### src/hw/lexc_pkg.sv
// Purpose: Shared constants and types for the line exposure control block.
// Assumes: 125 MHz core clock, one domain.
// Notes:   Times are kept in their printed unit; cycle counts derive from them.
package lexc_pkg;

  localparam int unsigned CLK_MHZ       = 125;
  // Base start/end delay per model, in tenths of a microsecond
  localparam int unsigned BASE_DLY_MIN_TENTH_US = 26;
  localparam int unsigned BASE_DLY_MAX_TENTH_US = 1044;
  localparam int unsigned BASE_DLY_DEF_TENTH_US = 62;
  localparam int unsigned BASE_DLY_DEF_CYC = (BASE_DLY_DEF_TENTH_US * CLK_MHZ) / 10;
  // Least hold time of an input-line level
  localparam int unsigned MIN_HOLD_NS   = 100;
  localparam int unsigned MIN_HOLD_CYC  = (MIN_HOLD_NS * CLK_MHZ + 999) / 1000;

  localparam int CNT_W  = 24;
  localparam int US_W   = 16;
  localparam int DBC_W  = 16;

  localparam logic [US_W-1:0] EXP_US_RESET = 16'h0032;

  typedef enum logic [1:0] {
    LEXC_EXP_WIDTH = 2'b00,
    LEXC_EXP_TIMED = 2'b01,
    LEXC_EXP_OFF   = 2'b10
  } lexc_exp_mode_t;

  typedef enum logic [1:0] {
    LEXC_SRC_LINE1 = 2'b00,
    LEXC_SRC_LINE2 = 2'b01,
    LEXC_SRC_LINE3 = 2'b10,
    LEXC_SRC_SHAFT = 2'b11
  } lexc_src_t;

  typedef struct packed {
    logic           trigger_enable_setting;
    lexc_exp_mode_t exposure_control_select;
    logic           trigger_edge_polarity;   // 1: rising starts a line
    lexc_src_t      trigger_origin_select;
    logic [US_W-1:0] exposure_duration_us;
  } lexc_cfg_t;

endpackage : lexc_pkg

### src/hw/lexc_top.sv
// Purpose: Exposure window control for each triggered line acquisition.
// Assumes: Input lines are asynchronous; shaft encoder output is on CORE_CLK.
// Notes:   Exposure output is delayed by base plus debounce for input lines.
`timescale 1ns/1ps
module lexc_top
  import lexc_pkg::*;
#(
  parameter int unsigned BASE_DELAY_CYC = BASE_DLY_DEF_CYC
)
(
  input  wire logic                      CORE_CLK,
  input  wire logic                      SRST,
  input  wire logic [2:0]                EXTERNAL_LINE_TRIGGER_IN,
  input  wire logic                      SHAFT_ENCODER_OUT,
  input  wire logic                      FRAME_TRIGGER_VALID,
  input  wire lexc_pkg::lexc_cfg_t       CFG,
  input  wire logic [2:0][DBC_W-1:0]     DEBOUNCE_CYC,
  output logic                           EXPOSURE_ACTIVE,
  output logic                           LINE_START
);
  import lexc_pkg::*;

  typedef enum logic [1:0] {
    ST_IDLE   = 2'b00,
    ST_EXPOSE = 2'b01
  } lexc_fsm_t;

  typedef struct packed {
    logic [2:0]       sync1;
    logic [2:0]       sync2;
    logic             src_last;
    lexc_fsm_t        fsm;
    logic [CNT_W-1:0] tcnt;
    logic             nominal;
    logic             start_p;
  } lexc_st_t;

  lexc_st_t         st;
  lexc_st_t         next_st;
  logic             src;
  logic             act_edge;
  logic             end_edge;
  logic             is_line;
  logic [CNT_W-1:0] dly;
  logic [CNT_W-1:0] exp_cyc;
  logic             delayed;

  always_comb
  begin
    case (CFG.trigger_origin_select)
      LEXC_SRC_LINE1: src = st.sync2[0];
      LEXC_SRC_LINE2: src = st.sync2[1];
      LEXC_SRC_LINE3: src = st.sync2[2];
      LEXC_SRC_SHAFT: src = SHAFT_ENCODER_OUT;
      default:        src = st.sync2[0];
    endcase
  end

  assign is_line = (CFG.trigger_origin_select != LEXC_SRC_SHAFT);

  // Active and opposite edges follow the polarity setting
  assign act_edge = (src != st.src_last) && (src == CFG.trigger_edge_polarity);
  assign end_edge = (src != st.src_last) && (src != CFG.trigger_edge_polarity);

  // Duration used as given; the configuring party keeps it inside the model limits
  assign exp_cyc = CNT_W'(CFG.exposure_duration_us) * CNT_W'(CLK_MHZ);

  // Start and end delays are identical: base plus the line debounce for input lines, zero for the shaft
  always_comb
  begin
    dly = '0;
    if (is_line)
    begin
      dly = CNT_W'(BASE_DELAY_CYC);
      case (CFG.trigger_origin_select)
        LEXC_SRC_LINE1: dly = dly + CNT_W'(DEBOUNCE_CYC[0]);
        LEXC_SRC_LINE2: dly = dly + CNT_W'(DEBOUNCE_CYC[1]);
        LEXC_SRC_LINE3: dly = dly + CNT_W'(DEBOUNCE_CYC[2]);
        default:        dly = CNT_W'(BASE_DELAY_CYC);
      endcase
    end
  end

  always_comb
  begin
    next_st          = st;
    next_st.sync1    = EXTERNAL_LINE_TRIGGER_IN;
    next_st.sync2    = st.sync1;
    next_st.src_last = src;
    next_st.start_p  = 1'b0;
    if (st.tcnt != '0)
      next_st.tcnt = st.tcnt - 1'b1;
    case (st.fsm)
      ST_IDLE:
      begin
        // Edges outside a valid frame or with triggering off are dropped
        if (CFG.trigger_enable_setting && FRAME_TRIGGER_VALID && act_edge)
        begin
          next_st.fsm     = ST_EXPOSE;
          next_st.nominal = 1'b1;
          next_st.start_p = 1'b1;
          next_st.tcnt    = exp_cyc;
        end
      end
      ST_EXPOSE:
      begin
        case (CFG.exposure_control_select)
          LEXC_EXP_WIDTH:
          begin
            if (end_edge)
            begin
              next_st.fsm     = ST_IDLE;
              next_st.nominal = 1'b0;
            end
          end
          LEXC_EXP_TIMED:
          begin
            if (st.tcnt <= CNT_W'(1))
            begin
              next_st.fsm     = ST_IDLE;
              next_st.nominal = 1'b0;
            end
          end
          LEXC_EXP_OFF:
          begin
            // Next same-polarity edge closes this line; it opens the next only inside a valid frame with triggering on
            if (act_edge)
            begin
              if (FRAME_TRIGGER_VALID && CFG.trigger_enable_setting)
              begin
                next_st.start_p = 1'b1;
                next_st.nominal = 1'b1;
              end
              else
              begin
                next_st.fsm     = ST_IDLE;
                next_st.nominal = 1'b0;
              end
            end
          end
          default:
          begin
            next_st.fsm     = ST_IDLE;
            next_st.nominal = 1'b0;
          end
        endcase
        if (!CFG.trigger_enable_setting)
        begin
          next_st.fsm     = ST_IDLE;
          next_st.nominal = 1'b0;
        end
      end
      default:
      begin
        next_st.fsm     = ST_IDLE;
        next_st.nominal = 1'b0;
      end
    endcase
  end

  always_ff @(posedge CORE_CLK)
  begin
    if (SRST)
      st <= '0;
    else
      st <= next_st;
  end

  // Same delay on both edges of the window
  lexc_delay_line #(.W(CNT_W)) u_dly (
    .clk   (CORE_CLK),
    .srst  (SRST),
    .din   (st.nominal),
    .delay (dly),
    .dout  (delayed)
  );

  assign EXPOSURE_ACTIVE = delayed;
  assign LINE_START      = st.start_p;
endmodule // lexc_top

### src/hw/lexc_delay_line.sv
// Purpose: Delays a single-bit level by a programmable count of clock cycles.
// Assumes: Input changes are spaced wider than the delay (one pending edge).
// Notes:   A new edge arriving while one is pending replaces the pending one.
`timescale 1ns/1ps
module lexc_delay_line
  import lexc_pkg::*;
#(
  parameter int W = CNT_W
)
(
  input  wire logic         clk,
  input  wire logic         srst,
  input  wire logic         din,
  input  wire logic [W-1:0] delay,
  output logic              dout
);

  typedef struct packed {
    logic         q;
    logic         last;
    logic         pend;
    logic         val;
    logic [W-1:0] cnt;
  } lexc_dl_st_t;

  lexc_dl_st_t st;
  lexc_dl_st_t next_st;

  always_comb
  begin
    next_st      = st;
    next_st.last = din;
    if (din != st.last)
    begin
      next_st.pend = 1'b1;
      next_st.val  = din;
      next_st.cnt  = delay;
    end
    else if (st.pend)
    begin
      if (st.cnt == '0)
      begin
        next_st.q    = st.val;
        next_st.pend = 1'b0;
      end
      else
        next_st.cnt = st.cnt - 1'b1;
    end
  end

  always_ff @(posedge clk)
  begin
    if (srst)
      st <= '0;
    else
      st <= next_st;
  end

  assign dout = st.q;

endmodule // lexc_delay_line

### config.mk
export PLATFORM = sky130hd
export DESIGN_NAME = lexc_top
export DESIGN_NICKNAME = d
export VERILOG_FILES = /design/src/hw/lexc_pkg.sv /design/src/hw/lexc_top.sv /design/src/hw/lexc_delay_line.sv
export SDC_FILE = /design/constraint.sdc
export NUM_CORES = 1
export LEC_CHECK = 0
export ABC_AREA = 1
export BUFFER_PORTS_ARGS = -buffer_cell sky130_fd_sc_hd__buf_2
export CAP_MARGIN = 40
export CORE_MARGIN = 4
export CORE_UTILIZATION = 40
export DETAILED_ROUTE_END_ITERATION = 6
export SLEW_MARGIN = 10
export SYNTH_ARGS = -nofsm -noshare
export SYNTH_HDL_FRONTEND = slang
export SYNTH_SLANG_ARGS = --single-unit
### constraint.sdc
create_clock -name CORE_CLK -period 8.3 [get_ports CORE_CLK]
set_clock_uncertainty 0.15 [all_clocks]
set_input_delay 1.66 -clock CORE_CLK [delete_from_list [all_inputs] [get_ports CORE_CLK]]
set_output_delay 1.66 -clock CORE_CLK [all_outputs]
set_load 0.01 [all_outputs]
==> run_results.csv, run 1 <==
group,metric,value,unit
place,place_hpwl,15990,µm
logic_synthesis,yosysWarnings,0,
critical_path,cp_max_fo,4,
timing,worstMarginPinSlew,842.7,ps
power_and_ir_drop,power.total,0.003186,W
logic_synthesis,synth.avg_cell_area,6.778,µm²
timing,max_freq,183.5,MHz
timing,setup_viol,0,
finish,fin_util,45.16,%
power_and_ir_drop,total_leakage_power,4.408,nW
timing,finalSetupTns,0,ps
logic_synthesis,syn_nets,1318,
finish,fin_nets,1388,
die,die_x,146.0,µm
clocking,clk_pin_slew_worst_paths,60,ps
global_route,grt_pass1_wl,32700,µm
clocking,cts_setup_buffers,0,
die,fp-row-count,50,
finish,drive_above_1_share,12.93,%
critical_path,cp-end-kind,"register",
logic_synthesis,synth_cell_types,51,
finish,area_delta_synth_final,10.87,%
clocking,clockBufferDepth,2,
global_route,grt_pass1_vias,6941,
power_and_ir_drop,power_density,377.2,nW/µm²
place,gp_congestion,0.8967,
logic_synthesis,synth_seq_cells,62,
finish,fillers,1942,
logic_synthesis,syn-cell-area,7619,µm²
timing,hold_viol_final,0,
timing,min_period,5448,ps
drt,vias_per_cell,4.970,
global_route,grt_max_degree,33,
drt,ant_nets,0,
critical_path,startpoint_type,"input port",
job,drv_cap,0,
clocking,cts_root_buf,"clkbuf_16",
clocking,cts.sinks,62,
global_route,antenna_found_initial,0,
die,floorplan.initialDensity,40.73,%
global_route,grt_overflow,0,
clocking,htree_num_levels,3,
clocking,clk_latency,340,ps
die,die_area,21320,µm²
critical_path,required,8390,ps
hold_path,hold_path_class,"reg2reg",
clocking,hold_buffers,0,
place,port_buffers,78,
timing,drv_slew,0,
drt,route.detailed.drc,0,
clocking,postCtsResizedCells,0,
logic_synthesis,ys_seq_area_share,16.29,%
drt,vias,7122,
critical_path,path_class,"in2reg",
die,io_pins,79,
clocking,tritoncts,"yes",
die,dieHeight,146.0,µm
global_route,track_usage,18.35,%
drt,routed_wl,19160,µm
critical_path,crit_arrival,5530,ps
finish,final_common_cell,"nand2_1",
drt,drt_first_pass_iters,5,
power_and_ir_drop,irDropWorstVdd,0.1338,mV
drt,wl_per_cell,13.37,µm
logic_synthesis,synthCells,1124,
die,core,18710,µm²
timing,slew_headroom,43.82,%
finish,diodes,0,
timing,finalCritPeriodShare,65.64,%
timing,rsz0062_at_grt,"false",
outcome,status,"finished clean",
finish,final_cell_mix,"234 x nand2_1, 174 x inv_1, 149 x nor2_1",
drt,drtIter0Drc,374,
clocking,cts_buffers,9,
-- synth_stat cells (all sizes together) --
library cell / n / area, µm²
a21oi: 74 / 374.1
a22oi: 1 / 7.510
buf: 17 / 180.2
nand4: 19 / 146.4
o21ai: 63 / 334.1
and2: 1 / 6.260
clkbuf: 5 / 18.77
or2: 15 / 96.35
nand3b: 3 / 22.52
a22o: 1 / 8.760
inv: 181 / 681.9
a211oi: 1 / 7.510
nor2: 161 / 673.1
o21bai: 3 / 22.52
nand3: 84 / 442.9
dfxtp: 62 / 1241
nor4b: 2 / 17.52
a31oi: 4 / 25.02
xnor2: 7 / 61.31
ha: 63 / 788.3
a21o: 6 / 45.04
nand2: 250 / 998.5
nor3: 17 / 85.08
o21a: 3 / 22.52
fa: 54 / 1081
nor4: 2 / 12.51
xor2: 21 / 183.9
o211ai: 3 / 27.52
and3: 1 / 6.260
-- critical path, cell delays in order --
cell,delay (ps)
buf_2,110
inv_1,200
fa_1,490
fa_1,550
fa_1,440
fa_1,520
inv_1,50
ha_1,350
nand2_1,100
o21ai_0,280
inv_1,70
nand2_1,160
nand2_1,70
nand2_1,110
nand2_1,90
nand3_1,80
nand2_1,50
nor2_1,100
nor2_1,40
-- cell type report --
class | count | area (µm²) | share of cell area [%]
multi-input combinational | 859 | 5497 | 65.07
clock buffer | 9 | 225.2 | 2.666
sequential | 62 | 1241 | 14.69
inverter | 181 | 681.9 | 8.073
tap | 234 | 292.8 | 3.466
timing repair buffer | 81 | 427.9 | 5.066
clock inverter | 7 | 81.33 | 0.9628
-- metal layers --
| metal | routed length [µm] | part of all wire, % | GRT usage (%) | vias up |
|---|---|---|---|---|
| li1 | - | - | - | 3724 |
| met1 | 9097 | 47 | 24.87 | 3236 |
| met2 | 8986 | 47 | 30.77 | 138 |
| met3 | 694 | 3.6 | 2.700 | 24 |
| met4 | 378 | 2.0 | 4.845 | 0 |
| met5 | 0 | 0 | 0 | - |
-- cell families (layout without fill, tap and decap cells) --
kind of cell	after synthesis	count (layout)	share of synthesized area [%]
buffers and inverters	203	278	11.56
AO/OA/AOI/OAI	159	159	11.48
XOR/XNOR	28	28	3.219
AND/OR/NAND/NOR	555	555	32.91
adder cells (fa/ha/maj)	117	117	24.54
flip-flops	62	62	16.29
-- through the flow --
stage	std cells	hold slack (ps)	setup WS (ps)	cell area [µm²]
finish	1433	253.8	2852	8447
global route	1433	268.8	2553	8447
CTS	1433	254.8	2865	8447
detailed placement	1417	245.7	2524	8140
global placement	1415	240.3	2474	8110
floorplan	1124	238.3	3038	7619
-- final timing paths --
check	from	endpoint	cells past startpoint	slack, ps
min reg2reg	next_st[29]$_SDFF_PP0_	st[29]$_SDFF_PP0_	2	250
max reg2reg	u_dly.st[0]$_SDFFE_PP0P_	u_dly.st[4]$_SDFFE_PP0P_	12	5980
min	next_st[29]$_SDFF_PP0_	st[29]$_SDFF_PP0_	2	250
max	CFG[5]	st[22]$_SDFF_PP0_	19	2850
-- state kept, by name (all words and copies together) (netlist names) --
register    count
st             30
u_dly.dout      1
u_dly.st       27
LINE_START      1
next_st         3
-- power breakdown --
part	leakage (nW)	switching (W)	total (W)	internal (W)
registers	0.507	0.000104	0.000506	0.000403
logic	3.75	0.00148	0.00229	0.000815
clock network	0.147	0.000150	0.000386	0.000236
total	4.41	0.00173	0.00319	0.00145
No activity file was read; power rests on OpenSTA's default activity.
==> run 2: changes to the inputs <==
- clock period: 8.3 -> 5.65 ns (I/O delays scaled with it)
==> run_results.csv, run 2 (same netlist as run 1, synthesis figures left out) <==
group,metric,value,unit
timing,setup_viol,0,
timing,hold_viol_final,0,
timing,min_period,4929,ps
place,port_buffers,78,
hold_path,hp-start,"next_st[29]$_SDFF_PP0_",
job,drv_cap,0,
global_route,grt_overflow,0,
timing,whs,252.2,ps
clocking,cts_root_buf,"clkbuf_16",
critical_path,r2r-start,"u_dly.st[0]$_SDFFE_PP0P_",
clocking,hold_buffers,0,
drt,vias,7205,
die,floorplan.initialDensity,40.73,%
place,gp_congestion,0.8972,
critical_path,crit_arrival,5020,ps
die,core,18710,µm²
die,io_pins,79,
critical_path,cp_max_fo,4,
drt,wl_per_cell,13.27,µm
timing,finalCritPeriodShare,87.24,%
power_and_ir_drop,internal-power,0.002137,W
drt,route.detailed.drc,0,
die,die_x,146.0,µm
clocking,cts_setup_buffers,0,
global_route,grt_pass1_vias,7019,
critical_path,required,5740,ps
place,place_hpwl,15840,µm
finish,largest-register,"st",
critical_path,cp-startpoint,"CFG[5]",
finish,fin_nets,1388,
critical_path,cp_slowest_cell,"fa_1",
power_and_ir_drop,power_density,552.6,nW/µm²
critical_path,max_stage_delay,560,ps
finish,area_delta_synth_final,10.89,%
power_and_ir_drop,power_frac_seq,15.9,%
timing,max_freq,202.9,MHz
drt,routed_wl,19010,µm
clocking,clk_latency,350,ps
power_and_ir_drop,p_switching,0.002531,W
critical_path,crit_chain,"buf_2, inv_1, fa_1, fa_1, fa_1, fa_1, inv_1, ha_1, nand2_1, o21ai_0, inv_1, nand2_1, nand2_1, nand2_1, nand2_1, nand3_1, nand2_1, nor2_1, nor2_1",
clocking,cts_buffers,9,
critical_path,crit_top_cell,"nand2_1",
finish,diodes,0,
clocking,clockBufferDepth,2,
clocking,postCtsResizedCells,0,
drt,drt_first_pass_iters,5,
timing,drv_slew,0,
finish,drive_above_1_share,12.93,%
die,die_area,21320,µm²
power_and_ir_drop,irDropWorstVdd,0.1966,mV
timing,rsz0062_at_grt,"false",
finish,largest_reg_flops,30,
clocking,cts.sinks,62,
critical_path,cp-end-kind,"register",
finish,finalNonFillerCells,1433,
drt,drtIter0Drc,385,
finish,final_cell_mix,"234 x nand2_1, 174 x inv_1, 149 x nor2_1",
power_and_ir_drop,p_comb_share,71.9,%
global_route,grt_pass1_wl,32660,µm
timing,slew_headroom,43.81,%
clocking,tritoncts,"yes",
drt,vias_per_cell,5.028,
power_and_ir_drop,p_sw_share,54.23,%
place,dp_cells,1417,
timing,finalSetupTns,0,ps
global_route,track_usage,18.30,%
power_and_ir_drop,total_leakage_power,4.411,nW
clocking,clk_pin_slew_worst_paths,60,ps
die,fp-row-count,50,
finish,stdcell_area,8448,µm²
critical_path,startpoint_type,"input port",
die,dieHeight,146.0,µm
global_route,antenna_found_initial,0,
outcome,status,"finished clean",
critical_path,path_class,"in2reg",
global_route,grt_max_degree,33,
place,placed_cell_area,8140,µm²
hold_path,hold_path_class,"reg2reg",
clocking,htree_num_levels,3,
finish,final_common_cell,"nand2_1",
timing,worstMarginPinSlew,842.9,ps
finish,fillers,1988,
power_and_ir_drop,power_frac_clock,12.2,%
drt,ant_nets,0,
[run 2: cell count changes in the layout (fill, tap and decap cells not counted)]
cell,previous run,this run
clkinvlp_4,1,0
inv_6,3,2
clkinv_4,2,4
[run 2: per-stage QoR]
stage	worst slack [ps]	util, %	power, W
after floorplan	917.7	-	0.003360
after global placement	355.6	43.36	0.004066
after detailed placement	389.6	43.52	0.004075
after CTS	728.0	45.16	0.004676
after global routing	400.2	45.16	0.005278
final	720.9	45.16	0.004668
[run 2: cell type report]
class                      count  area (µm²)  area share [%]
clock buffer                   9       225.2           2.666
clock inverter                 7       82.58          0.9775
inverter                     181       681.9           8.072
multi-input combinational    859        5497           65.06
sequential                    62        1241           14.69
tap                          234       292.8           3.466
timing repair buffer          81       427.9           5.065
[run 2: worst paths after layout]
path                         endpoint  slack [ps]  cells after the start
max                 st[22]$_SDFF_PP0_         720                     19
min                 st[29]$_SDFF_PP0_         250                      2
max reg2reg  u_dly.st[4]$_SDFFE_PP0P_        3300                     12
min reg2reg         st[29]$_SDFF_PP0_         250                      2
[run 2: power groups by stage]
stage,sequential [W],combinational [W],clock (W)
2_1_floorplan,0.000703,0.00266,0
3_3_place_gp,0.000750,0.00332,0
3_5_place_dp,0.000748,0.00333,0
4_1_cts,0.000741,0.00335,0.000582
5_1_grt,0.000767,0.00391,0.000601
6_report,0.000744,0.00336,0.000568
[run 2: per-layer routing]
metal  wire length [µm]  up-vias  GRT usage, %  share of wire, %
met5                  0        -             0                 0
met4                510        0         6.162               2.7
met3                834       34         2.638               4.4
met2               8893      159         30.68                47
met1               8776     3293         24.30                46
li1                   -     3719             -                 -
[run 2: worst max-delay path: cells and delay by family]
family | cells | cell delay [ps]
fa+ha+maj | 5 | 2370
simple gates | 9 | 810
compound gates | 1 | 270
buf+inv | 4 | 430
==> run 3: changes to the inputs <==
- SYNTH_HIERARCHICAL: unset -> 1
==> run_results.csv, run 3 <==
group,metric,value,unit
hold_path,hp-start,"next_st[30]$_SDFF_PP0_",
finish,largest_reg_flops,30,
global_route,grt_pass1_wl,33880,µm
logic_synthesis,yosys.area_share.adder,24.17,%
timing,setup_viol,0,
drt,drt_first_pass_iters,4,
critical_path,path_class,"in2reg",
critical_path,cp_slowest_cell,"fa_1",
global_route,use_met3,3.188,%
die,fp-row-count,50,
global_route,grt_overflow,0,
hold_path,hold_path_class,"reg2reg",
clocking,htree_num_levels,3,
logic_synthesis,synth_cell_types,49,
die,floorplan.initialDensity,41.21,%
timing,finalCritPeriodShare,86.97,%
finish,area_delta_synth_final,11.91,%
global_route,grt_max_degree,39,
place,dpl_worst_slack,364.6,ps
global_route,top_usage_layer,"met2",
logic_synthesis,yosysWarnings,6,
drt,routed_wl,19390,µm
critical_path,rr_worst_depth,9,
logic_synthesis,synthFlopType,"dfxtp_1",
timing,max_freq,203.5,MHz
power_and_ir_drop,total_leakage_power,4.510,nW
logic_synthesis,ys_seq_area_share,15.94,%
critical_path,crit_chain,"buf_2, inv_1, fa_1, fa_1, inv_1, fa_1, inv_1, fa_1, inv_1, ha_1, nand2_1, o21ai_0, a21oi_1, nand3_1, nand2_1, o21ai_0, nor2_1",
clocking,postCtsResizedCells,0,
power_and_ir_drop,power_density,521.7,nW/µm²
clocking,clk_pin_slew_worst_paths,60,ps
global_route,grt_pass1_vias,7298,
critical_path,cp-end-kind,"register",
power_and_ir_drop,irDropWorstVdd,0.2345,mV
timing,min_period,4914,ps
clocking,clockBufferDepth,2,
finish,fin_util,46.11,%
logic_synthesis,synth-simple-area-share,33.70,%
critical_path,crit_arrival,4980,ps
critical_path,rrSetupSlack,3060,ps
logic_synthesis,yosys.cell_count.top_type,"nand2_1",
critical_path,required,5720,ps
finish,drive_above_1_share,12.98,%
logic_synthesis,synth_top_family_by_area,"simple AND/OR/NAND/NOR gates",
timing,hold_viol_final,0,
logic_synthesis,ys_top_cells_by_count,"272 x nand2_1, 182 x inv_1, 154 x nor2_1",
critical_path,r2r-start,"st[2]$_SDFF_PP0_",
finish,diodes,0,
timing,drv_slew,0,
clocking,clk_latency,330,ps
critical_path,critPathBufInv,5,
global_route,antenna_found_initial,0,
logic_synthesis,synth_top_area_cell,"dfxtp_1",
logic_synthesis,synth_seq_cells,62,
clocking,cts_setup_buffers,0,
finish,final_common_cell,"nand2_1",
finish,final_cell_mix,"272 x nand2_1, 182 x inv_1, 154 x nor2_1",
logic_synthesis,synth_xor_area_share,3.263,%
clocking,cts_buffers,9,
logic_synthesis,muxShareOfSynthArea,0,%
global_route,global_route.usage.met1,22.84,%
timing,slew_headroom,48.80,%
logic_synthesis,synthArstFlopShare,0,%
hold_path,hold_depth,2,
drt,route.detailed.drc,0,
clocking,hold_buffers,0,
drt,ant_nets,0,
clocking,cts.sinks,62,
critical_path,cp_max_fo,5,
finish,fin_nets,1446,
critical_path,rr_endpoint,"st[3]$_SDFF_PP0_",
critical_path,crit_family,"adder cells",
drt,wl_per_cell,12.79,µm
die,die_area,21760,µm²
place,gp_congestion,0.9010,
die,dieHeight,147.5,µm
drt,vias_per_cell,4.906,
logic_synthesis,synthCells,1177,
die,die_x,147.5,µm
job,drv_cap,0,
timing,whs,250.4,ps
timing,worstMarginPinSlew,768.0,ps
outcome,status,"finished clean",
logic_synthesis,yosys.area.top_type_share,15.94,%
logic_synthesis,synth_area_leaders,"dfxtp_1 16%, fa_1 14%, nand2_1 13%, ha_1 10%, inv_1 8.8%",
clocking,tritoncts,"yes",
timing,setup_slack,736.1,ps
global_route,track_usage,18.58,%
global_route,met2_usage,33.82,%
logic_synthesis,syn-cell-area,7785,µm²
logic_synthesis,synth_compound_area_share,11.51,%
logic_synthesis,synth_edf_count,0,
hold_path,holdPathEnd,"st[30]$_SDFF_PP0_",
die,io_pins,79,
critical_path,max_stage_delay,520,ps
critical_path,startpoint_type,"input port",
place,place_hpwl,15930,µm
finish,largest-register,"st",
logic_synthesis,synth.avg_cell_area,6.614,µm²
timing,finalSetupTns,0,ps
die,core,18890,µm²
timing,rsz0062_at_grt,"false",
drt,vias,7437,
place,port_buffers,78,
finish,fillers,2056,
drt,drtIter0Drc,420,
clocking,cts_root_buf,"clkbuf_16",
-- run 3: layout make-up --
type	count	area, µm²	share of cell area [%]
multi-input cells	910	5682	65.22
repair buffers	80	425.4	4.883
clock inverters	6	92.59	1.063
flip-flops and latches	62	1241	14.25
clock buffers	10	239.0	2.743
well taps	260	325.3	3.734
inverters	188	706.9	8.114
-- run 3: routing by layer --
metal	vias to the layer above	part of all wire (%)
met5	-	0
met4	0	2.2
met3	27	3.9
met2	143	49
met1	3397	45
li1	3870	-
-- run 3: report_power, final --
part | internal (W) | switching [W]
sequential | 0.000562 | 0.000122
clock | 0.000400 | 0.000210
combinational | 0.00118 | 0.00207
total | 0.00215 | 0.00240
-- run 3: worst max-delay path by stage --
stage                 start                 to  slack [ps]  cells after the start
finish              CFG[11]  st[19]$_SDFF_PP0_         740                     17
global route         CFG[0]  st[23]$_SDFF_PP0_         480                     18
CTS                 CFG[11]  st[19]$_SDFF_PP0_         710                     17
detailed placement  CFG[11]  st[19]$_SDFF_PP0_         360                     17
global placement    CFG[10]  st[24]$_SDFF_PP0_         360                     19
floorplan           CFG[10]  st[24]$_SDFF_PP0_         960                     18
-- run 3: worst register-to-register path, stage by stage, from the launching register on --
cell and delay [ps]:
dfxtp_1 450, inv_1 140, ha_1 220, nand2_1 80, nor2_1 60, nand3_1 460
inv_1 200, o21ai_0 350, o21ai_1 140, a21oi_1 240
-- run 3: kinds of logic after synthesis --
group | after synthesis
AO/OA/AOI/OAI | 157
XOR/XNOR | 29
adder cells (fa/ha/maj) | 118
buffers and inverters | 211
flip-flops | 62
other | 1
AND/OR/NAND/NOR | 599
-- run 3: per-stage QoR --
step                      std cells  total power [W]  instance area (µm²)
after detailed placement       1500         0.003939                 8381
after floorplan                1183         0.003243                 7807
after global placement         1499         0.003931                 8353
after global routing           1516         0.005139                 8712
final                          1516         0.004545                 8712
after CTS                      1516         0.004581                 8712
